$ cat src/hdl/i2cc_regs.svh
// Constants and timing counts of the two-wire bus controller.
`ifndef I2CC_REGS_SVH
`define I2CC_REGS_SVH
`define I2CC_CLK_MHZ      25
`define I2CC_STD_QTR_NS   2500
`define I2CC_FAST_QTR_NS  625
`define I2CC_STD_QTR_CYC  ((`I2CC_STD_QTR_NS * `I2CC_CLK_MHZ) / 1000)
`define I2CC_FAST_QTR_CYC ((`I2CC_FAST_QTR_NS * `I2CC_CLK_MHZ) / 1000)
`define I2CC_PREFIX       5'h1E
`define I2CC_ACK_BIT      4'h8
`endif

$ cat src/hdl/i2cc_pkg.sv
// Types of the two-wire bus controller.
package i2cc_pkg;
	typedef enum logic [2:0] {M_IDLE, M_START, M_BITS, M_HOLD, M_RESTART, M_STOP} i2cc_mst_t;
	typedef enum logic [1:0] {S_IDLE, S_BYTE, S_ACK} i2cc_slv_t;
	typedef enum logic [1:0] {K_FIRST, K_SECOND, K_DATA, K_READ} i2cc_kind_t;
	typedef struct packed {
		logic       sda_s1, sda_s2, sda_d, scl_s1, scl_s2, scl_d;
		i2cc_mst_t  mst;
		logic [1:0] phase;
		logic [3:0] bitn;
		logic [7:0] shift;
		logic       go, restart, stop_req, is_addr, rxdir, mscl_low, msda_low;
		i2cc_slv_t  slv;
		i2cc_kind_t kind;
		logic [3:0] sbit;
		logic [7:0] sshift;
		logic       sel10, ack_drive, stretch;
		logic [7:0] rdata;
		logic       pend, addr_sent, tx_vacant, ack_rx;
	} i2cc_state_t;
	typedef struct packed {
		logic [11:0] cnt;
		logic        tick;
	} i2cc_tick_t;
endpackage

$ cat src/hdl/i2cc_tick_gen.sv
// Quarter-bit tick generator for the bus clock.
`timescale 1ns/1ps
`include "i2cc_regs.svh"
module i2cc_tick_gen import i2cc_pkg::*; #(
	parameter int STD_CYC  = `I2CC_STD_QTR_CYC,
	parameter int FAST_CYC = `I2CC_FAST_QTR_CYC
) (
	input  wire logic       i_ref_clk,
	input  wire logic       i_rst,
	input  wire logic       i_enable,
	input  wire logic [1:0] i_clock_divider_select,
	input  wire logic       i_clock_source_select,
	input  wire logic       i_bus_speed_select,
	output logic            o_qtr_tick
);
	// The largest limit is the base shifted by four, so it must fit in twelve bits.
	if (STD_CYC < 2 || FAST_CYC < 2 || STD_CYC > 255 || FAST_CYC > 255) begin : g_chk
		$error("i2cc_tick_gen: quarter-bit counts out of range");
	end

	i2cc_tick_t  q, n;
	logic [11:0] lim;

	always_comb begin
		lim = ((i_bus_speed_select ? 12'(FAST_CYC) : 12'(STD_CYC))
			<< i_clock_divider_select) << i_clock_source_select;
		n = q;
		n.tick = 1'b0;
		if (!i_enable) begin
			n.cnt = 12'h000;
		end else if (q.cnt >= lim - 12'h001) begin
			n.cnt = 12'h000;
			n.tick = 1'b1;
		end else begin
			n.cnt = q.cnt + 12'h001;
		end
	end

	always_ff @(posedge i_ref_clk) begin
		if (i_rst) begin
			q <= '0;
		end else begin
			q <= n;
		end
	end

	assign o_qtr_tick = q.tick;
endmodule

$ cat src/hdl/i2cc_ctrl.sv
// Two-wire bus controller: master transmit/receive and 7/10-bit slave receive.
`timescale 1ns/1ps
`include "i2cc_regs.svh"
module i2cc_ctrl import i2cc_pkg::*; (
	input  wire logic       i_ref_clk,
	input  wire logic       i_rst,
	input  wire logic [1:0] i_clock_divider_select,
	input  wire logic       i_clock_source_select,
	input  wire logic       i_bus_speed_select,
	input  wire logic       i_bus_enable_bit,
	input  wire logic       i_master_slave_select,
	input  wire logic [7:0] i_target_address_register,
	input  wire logic [7:0] i_data_buffer,
	input  wire logic [7:0] i_own_address_register,
	input  wire logic [1:0] i_own_address_hi,
	input  wire logic       i_strobe,
	input  wire logic       i_stop_request,
	input  wire logic       i_repeat_start,
	input  wire logic       i_pend_clear,
	input  wire logic       i_scl_in,
	input  wire logic       i_sda_in,
	output logic            o_scl_out,
	output logic            o_scl_oe_n,
	output logic            o_sda_out,
	output logic            o_sda_oe_n,
	output logic [7:0]      o_data_buffer,
	output logic            o_pend,
	output logic            o_address_sent_flag,
	output logic            o_tx_vacant,
	output logic            o_ack_received,
	output logic            o_busy,
	output logic            o_selected
);
	i2cc_state_t q, n;
	logic        tick, m_en, s_en, rise, fall, s_start, s_stop;
	logic        s_eval, s_ack, s_load, m_done, pre, own7;

	assign m_en = i_bus_enable_bit & i_master_slave_select;
	assign s_en = i_bus_enable_bit & ~i_master_slave_select;

	i2cc_tick_gen u_tick (
		.i_ref_clk              (i_ref_clk),
		.i_rst                  (i_rst),
		.i_enable               (m_en),
		.i_clock_divider_select (i_clock_divider_select),
		.i_clock_source_select  (i_clock_source_select),
		.i_bus_speed_select     (i_bus_speed_select),
		.o_qtr_tick             (tick)
	);

	assign rise    = q.scl_s2 & ~q.scl_d;
	assign fall    = ~q.scl_s2 & q.scl_d;
	assign s_start = q.scl_s2 & q.scl_d & q.sda_d & ~q.sda_s2;
	assign s_stop  = q.scl_s2 & q.scl_d & ~q.sda_d & q.sda_s2;
	assign pre     = (q.sshift[7:3] == `I2CC_PREFIX) && (q.sshift[2:1] == i_own_address_hi);
	assign own7    = q.sshift[7:1] == i_own_address_register[6:0];

	always_comb begin
		n = q;
		s_eval = 1'b0;
		s_ack = 1'b0;
		s_load = 1'b0;
		m_done = 1'b0;
		n.sda_s1 = i_sda_in;
		n.sda_s2 = q.sda_s1;
		n.sda_d = q.sda_s2;
		n.scl_s1 = i_scl_in;
		n.scl_s2 = q.scl_s1;
		n.scl_d = q.scl_s2;
		// Clears come first so that a hardware set in the same cycle wins.
		if (i_strobe) begin
			n.go = 1'b1;
			n.stop_req = i_stop_request;
			n.restart = i_repeat_start;
			n.addr_sent = 1'b0;
			n.tx_vacant = 1'b0;
		end
		if (i_pend_clear) begin
			n.pend = 1'b0;
		end
		if (!m_en) begin
			n.mst = M_IDLE;
			n.mscl_low = 1'b0;
			n.msda_low = 1'b0;
			n.go = 1'b0;
		end else if (tick) begin
			n.phase = q.phase + 2'h1;
			unique case (q.mst)
				M_IDLE: begin
					n.phase = 2'h0;
					if (q.go) begin
						n.go = 1'b0;
						n.mst = M_START;
						n.shift = i_target_address_register;
						n.is_addr = 1'b1;
						n.rxdir = 1'b0;
					end
				end
				M_START: begin
					if (q.phase == 2'h0) begin
						n.msda_low = 1'b1;
					end else begin
						n.mscl_low = 1'b1;
						n.mst = M_BITS;
						n.phase = 2'h0;
						n.bitn = 4'h0;
					end
				end
				M_BITS: begin
					unique case (q.phase)
						2'h0: n.msda_low = (q.bitn == `I2CC_ACK_BIT) ? (q.rxdir & ~q.stop_req)
							: (~q.rxdir & ~q.shift[7]);
						2'h1: n.mscl_low = 1'b0;
						2'h2: begin
							if (q.bitn == `I2CC_ACK_BIT) begin
								n.ack_rx = ~q.sda_s2;
							end else begin
								n.shift = {q.shift[6:0], q.sda_s2};
							end
						end
						2'h3: begin
							n.mscl_low = 1'b1;
							n.bitn = q.bitn + 4'h1;
							if (q.bitn == `I2CC_ACK_BIT) begin
								m_done = 1'b1;
								n.bitn = 4'h0;
								n.is_addr = 1'b0;
								if (q.is_addr) begin
									n.addr_sent = 1'b1;
									n.rxdir = q.shift[0];
								end else if (q.rxdir) begin
									n.rdata = q.shift;
									n.pend = 1'b1;
								end else begin
									n.tx_vacant = 1'b1;
								end
								n.mst = q.stop_req ? M_STOP : M_HOLD;
							end
						end
					endcase
				end
				M_HOLD: begin
					n.phase = 2'h0;
					if (q.go) begin
						n.go = 1'b0;
						if (q.restart) begin
							n.mst = M_RESTART;
							n.shift = i_target_address_register;
							n.is_addr = 1'b1;
							n.rxdir = 1'b0;
						end else begin
							n.mst = M_BITS;
							n.shift = i_data_buffer;
						end
					end
				end
				M_RESTART: begin
					if (q.phase == 2'h0) begin
						n.msda_low = 1'b0;
					end else if (q.phase == 2'h1) begin
						n.mscl_low = 1'b0;
					end else begin
						n.mst = M_START;
						n.phase = 2'h0;
					end
				end
				M_STOP: begin
					unique case (q.phase)
						2'h0: begin
							n.mscl_low = 1'b1;
							n.msda_low = 1'b1;
						end
						2'h1: n.mscl_low = 1'b0;
						2'h2: n.msda_low = 1'b0;
						2'h3: begin
							n.mst = M_IDLE;
							n.stop_req = 1'b0;
						end
					endcase
				end
			endcase
		end
		if (q.stretch && !n.pend) begin
			n.stretch = 1'b0;
		end
		if (!s_en) begin
			n.slv = S_IDLE;
			n.sel10 = 1'b0;
			n.ack_drive = 1'b0;
			n.stretch = 1'b0;
		end else if (s_stop) begin
			n.slv = S_IDLE;
			n.sel10 = 1'b0;
			n.ack_drive = 1'b0;
		end else if (s_start) begin
			// A repeated start keeps the 10-bit selection for a following read.
			n.slv = S_BYTE;
			n.sbit = 4'h0;
			n.kind = K_FIRST;
			n.ack_drive = 1'b0;
		end else begin
			unique case (q.slv)
				S_IDLE: ;
				S_BYTE: begin
					if (rise) begin
						n.sshift = {q.sshift[6:0], q.sda_s2};
						n.sbit = q.sbit + 4'h1;
					end else if (fall && q.sbit == `I2CC_ACK_BIT) begin
						s_eval = 1'b1;
						unique case (q.kind)
							K_FIRST: begin
								if (pre && !q.sshift[0]) begin
									s_ack = 1'b1;
									n.kind = K_SECOND;
									n.sel10 = 1'b0;
								end else if (pre) begin
									s_ack = q.sel10;
									n.kind = K_READ;
								end else begin
									n.sel10 = 1'b0;
									if (own7) begin
										s_ack = 1'b1;
										s_load = ~q.sshift[0];
										n.kind = q.sshift[0] ? K_READ : K_DATA;
									end
								end
							end
							K_SECOND: begin
								if (q.sshift == i_own_address_register) begin
									s_ack = 1'b1;
									s_load = 1'b1;
									n.sel10 = 1'b1;
									n.kind = K_DATA;
								end
							end
							K_DATA: begin
								s_ack = 1'b1;
								s_load = 1'b1;
							end
							K_READ: ;
						endcase
						n.ack_drive = s_ack;
						n.slv = s_ack ? S_ACK : S_IDLE;
						n.sbit = 4'h0;
						if (s_load) begin
							n.rdata = q.sshift;
							n.pend = 1'b1;
						end
					end
				end
				S_ACK: begin
					if (fall) begin
						n.ack_drive = 1'b0;
						n.stretch = n.pend;
						// Slave transmit is not served; a read ends the slave's part.
						n.slv = (q.kind == K_READ) ? S_IDLE : S_BYTE;
					end
				end
			endcase
		end
	end

	always_ff @(posedge i_ref_clk) begin
		if (i_rst) begin
			q <= '0;
		end else begin
			q <= n;
		end
	end

	assign o_scl_out           = 1'b0;
	assign o_sda_out           = 1'b0;
	assign o_scl_oe_n          = ~(q.mscl_low | q.stretch);
	assign o_sda_oe_n          = ~(q.msda_low | q.ack_drive);
	assign o_data_buffer       = q.rdata;
	assign o_pend              = q.pend;
	assign o_address_sent_flag = q.addr_sent;
	assign o_tx_vacant         = q.tx_vacant;
	assign o_ack_received      = q.ack_rx;
	assign o_busy              = q.mst != M_IDLE;
	assign o_selected          = q.sel10;
endmodule

$ cat config.mk
export PLATFORM = sky130hd
export DESIGN_NAME = i2cc_ctrl
export DESIGN_NICKNAME = d
export VERILOG_FILES = /design/src/hdl/i2cc_pkg.sv /design/src/hdl/i2cc_tick_gen.sv /design/src/hdl/i2cc_ctrl.sv
export VERILOG_INCLUDE_DIRS = /design/src /design/src/hdl
export SDC_FILE = /design/constraint.sdc
export NUM_CORES = 1
export LEC_CHECK = 0
export BUFFER_PORTS_ARGS = -buffer_cell sky130_fd_sc_hd__buf_2
export CORE_ASPECT_RATIO = 2
export CORE_MARGIN = 2
export CORE_UTILIZATION = 50
export DETAILED_ROUTE_END_ITERATION = 10
export GPL_TIMING_DRIVEN = 0
export PLACE_DENSITY = 0.7
export SETUP_SLACK_MARGIN = 0.05
export SLEW_MARGIN = 20
export SYNTH_ARGS = -nofsm -noshare
export SYNTH_HDL_FRONTEND = slang
export SYNTH_SLANG_ARGS = --single-unit
$ cat constraint.sdc
create_clock -name i_ref_clk -period 5.15 [get_ports i_ref_clk]
set_clock_uncertainty 0.2 [all_clocks]
set_input_delay 0.2575 -clock i_ref_clk [delete_from_list [all_inputs] [get_ports i_ref_clk]]
set_output_delay 0.2575 -clock i_ref_clk [all_outputs]
set_load 0.005 [all_outputs]
==> impl_metrics.csv <==
group,metric,value,unit
setup_path,cp-start-kind,"input pin",
grt,grt_usage,26.3,%
timing,layout_min_cycle_time,3.20,ns
grt,grt_pass1_vias,4629,
pwr,p_leak,2.14,nW
clock_network,cts_num_sinks,74,
route,drtIter0Drc,210,
hold_path,min_path_type,"in -> reg",
floorplan,core,0.00938,sq mm
setup_path,slowest_delay,0.53,ns
placement,port_buffers,51,
final_layout,ff_latch_area,0.00148,sq mm
timing,tightest_slew,0.782,ns
grt,grt_first_pass_wirelength,21.9,mm
timing,maxSlewHeadroom,47.4,%
setup_path,cp-end-kind,"register",
placement,dp_hpwl,10.2,mm
job,maxCapViolations,0,
pwr,irDropWorstVdd,0.000164,V
final_layout,layout-drive-gt1-share,13.4,%
pwr,switchingPower,0.000297,W
placement,place.gp.congestion,0.978,
timing,finalMaxSlewViolations,0,
clock_network,clk_pin_slew,0.06,ns
pwr,clkPwrFrac,52.1,%
yosys,yosys_warnings,0,
yosys,synth_area,0.00485,sq mm
pwr,intPower,0.00110,W
setup_path,cp_data_arrival_time,3.19,ns
pwr,switching_share,21.2,%
clock_network,tritoncts,"built",
route,drc,0,
setup_path,critPathKind,"in -> reg",
yosys,synthesis.instances,593,
yosys,synth_edf_count,0,
timing,fin_setup_tns,0,ns
grt,antenna_found_initial,0,
timing,final_hold_viol_count,0,
clock_network,cts.root.buffer_cell,"clkbuf_16",
floorplan,start_util,51.7,%
clock_network,cts_buffers,9,
pwr,total_power,0.00140,W
route,vias,4695,
route,drt-vias-per-instance,6.11,
clock_network,clock_latency,0.34,ns
setup_path,crit_buf_inv,2,
clock_network,cts_max_path_buffers,2,
final_layout,layout.nets,726,
route,firstDrtPassIters,4,
yosys,ys_ff_latch,74,
setup_path,required,5.15,ns
timing,setup-violations-final,0,
final_layout,fillCellCount,874,
setup_path,path_max_fanout,10,
final_layout,diodes,0,
floorplan,die_w,73.6,um
grt,overflow,0,
yosys,avgSynthCellArea,8.17,sq um
floorplan,die_h,143,um
pwr,p_per_area,249,mW/mm^2
pwr,seqPwrFrac,41.4,%
route,drtAntennaViolNets,0,
pwr,pwr-share-comb,6.5,%
setup_path,rrSetupSlack,2.36,ns
clock_network,h-tree-depth,3,
final_layout,multi_input_area,0.00308,sq mm
floorplan,fp-row-count,50,
floorplan,pin_count,58,
floorplan,die-area,0.0105,sq mm
clock_network,cts_resized,0,
timing,fmax,313,MHz
status,status,"finished clean",
final_layout,areaGrowthSynthToFinish,15.8,%
yosys,async_reset_ff_share,0,%
route,wirelength,13.4,mm
yosys,ys_seq_area_share,30.6,%
timing,rsz0062_at_grt,"false",
timing,whs,0.0476,ns
route,avgRoutedWirePerCell,17.4,um
grt,grt_max_degree,13,
yosys,synth_ff_type,"dfxtp_1",
timing,period_share,62.1,%
setup_path,crit_family,"compound AO/OA/AOI/OAI gates",
yosys,synth_cell_types,57,
setup_path,slowest_stage,"o31ai_1",
setup_path,crit_chain,"clkbuf_1 -> nand2b_1 -> or3_1 -> ha_1 -> xnor2_1 -> o21ai_0 -> nand3_1 -> o21ai_0 -> ha_1 -> nand4_1 -> o31ai_1 -> clkbuf_1 -> a211oi_1",
-- cells in the final DEF, fill, tap and decap left out, types with 4 or more instances in the layout --
cell	synthesis	layout
a211oi_1	23	23
nand2_1	28	28
mux2i_1	30	30
or2_2	4	4
or3_1	7	7
a22oi_1	5	5
dfxtp_1	74	74
nor4_1	4	4
a21o_1	5	5
conb_1	2	4
buf_2	0	51
clkbuf_1	31	33
nor2b_1	16	16
nor3_1	8	8
o21ai_0	46	46
a21oi_1	37	37
nand3b_1	6	6
nand3_1	14	14
inv_1	17	17
a31oi_1	4	4
o2111ai_1	5	5
clkbuf_16	0	9
or4_1	14	14
xor2_1	10	10
xnor2_1	21	21
o31ai_1	6	6
nor2_1	51	51
ha_1	26	26
and3_1	9	9
buf_4	10	10
nand4_1	13	13
nand2b_1	27	27
-- cells in the mapped netlist, types with 2 or more instances --
cell type	n	area share [%]
o211a_1	2	0.41
or3b_2	2	0.36
nor3_1	8	0.83
xnor2_1	21	3.8
a211o_1	3	0.54
nor3b_1	2	0.31
a31oi_1	4	0.52
or3_1	7	0.90
or4_1	14	2.2
xor2_1	10	1.8
nand3b_1	6	0.93
dfxtp_1	74	31
nand3_1	14	1.4
nor2b_1	16	2.1
buf_4	10	1.5
nand2_1	28	2.2
a22oi_1	5	0.77
and4_1	2	0.36
nor2_1	51	3.9
a21oi_1	37	3.8
a32oi_1	3	0.54
o31ai_1	6	0.93
a211oi_1	23	3.6
nand2b_1	27	3.5
conb_1	2	0.15
or2_2	4	0.52
o21ai_0	46	4.7
and2_1	2	0.26
o31a_1	2	0.36
clkbuf_1	31	2.4
mux2i_1	30	6.2
buf_6	3	0.70
nor4_1	4	0.52
and3_1	9	1.2
a21o_1	5	0.77
o2111ai_1	5	0.90
nand4_1	13	1.7
inv_1	17	1.3
a2111oi_0	2	0.36
ha_1	26	6.7
-- worst reg2reg max path: stages (launching register included) --
cell and delay, ns:
dfxtp_1 0.33, inv_1 0.08, ha_1 0.15, nand3b_1 0.23, or3_1 0.46, nor4_2 0.67
nor2_1 0.32, o21ai_0 0.27
-- sequential cells by signal, summed over array words and instances (netlist names) --
register / cells
n: 4
o_ack_received: 1
o_address_sent_flag: 1
o_data_buffer: 8
o_pend: 1
o_selected: 1
o_tx_vacant: 1
q: 44
u_tick.o_qtr_tick: 1
u_tick.q: 12
-- cells by family after synthesis --
kind of cell	after synthesis	synth area share, %
AOI/OAI and AO/OA	152	19.9
DFF	74	30.6
adders and majority gates	26	6.71
xor gates and xnor gates	31	5.60
muxes	31	6.43
and+or+nand+nor	215	24.6
buffers and inverters	62	6.04
other	2	0.155
-- final cells by class --
| type | count | area share (%) |
|---|---|---|
| buffer | 45 | 4.08 |
| tap | 104 | 2.32 |
| sequential | 74 | 26.4 |
| clock inverter | 4 | 1.76 |
| multi-input combinational | 459 | 54.9 |
| timing repair buffer | 54 | 5.08 |
| clock buffer | 12 | 4.39 |
| inverter | 17 | 1.14 |
-- per-layer routing --
layer	share of wire (%)	track usage (%)
met1	39	29.2
met2	55	47.1
met3	3.5	4.23
met4	2.9	12.4
met5	0	0
-- final timing paths --
path / to / cells past startpoint / from
setup reg to reg: o_data_buffer[3] / 7 / q[23]
hold / removal: q[35] / 3 / i_stop_request
setup / recovery: u_tick.q[5] / 13 / i_clock_divider_select[0]
hold reg to reg: n[58] / 1 / n[59]
-- per-stage QoR --
| stage | setup slack [ns] | util, % | std cells | area [sq um] |
|---|---|---|---|---|
| floorplan | 2.06 | - | 595 | 4850 |
| global placement | 1.71 | 55.8 | 750 | 5240 |
| detailed placement | 1.60 | 55.8 | 750 | 5240 |
| CTS | 1.93 | 59.8 | 769 | 5620 |
| global route | 1.72 | 59.8 | 769 | 5620 |
| finish | 1.95 | 59.8 | 769 | 5620 |
-- power groups by stage --
stage	sequential, W	combinational (W)	clock (W)
final	0.000579	0.0000905	0.000729
after CTS	0.000579	0.0000903	0.000738
after floorplan	0.000590	0.0000539	0
after global routing	0.000579	0.000101	0.000764
after global placement	0.000591	0.0000852	0
after detailed placement	0.000591	0.0000882	0
-- what timing repair did --
action / 4_1_cts / 5_1_grt
hold endpoints to repair: 3 / 0
buffers inserted: 0 / 0
hold buffers: 3 / 0
Power figures use the tool's default switching activity.
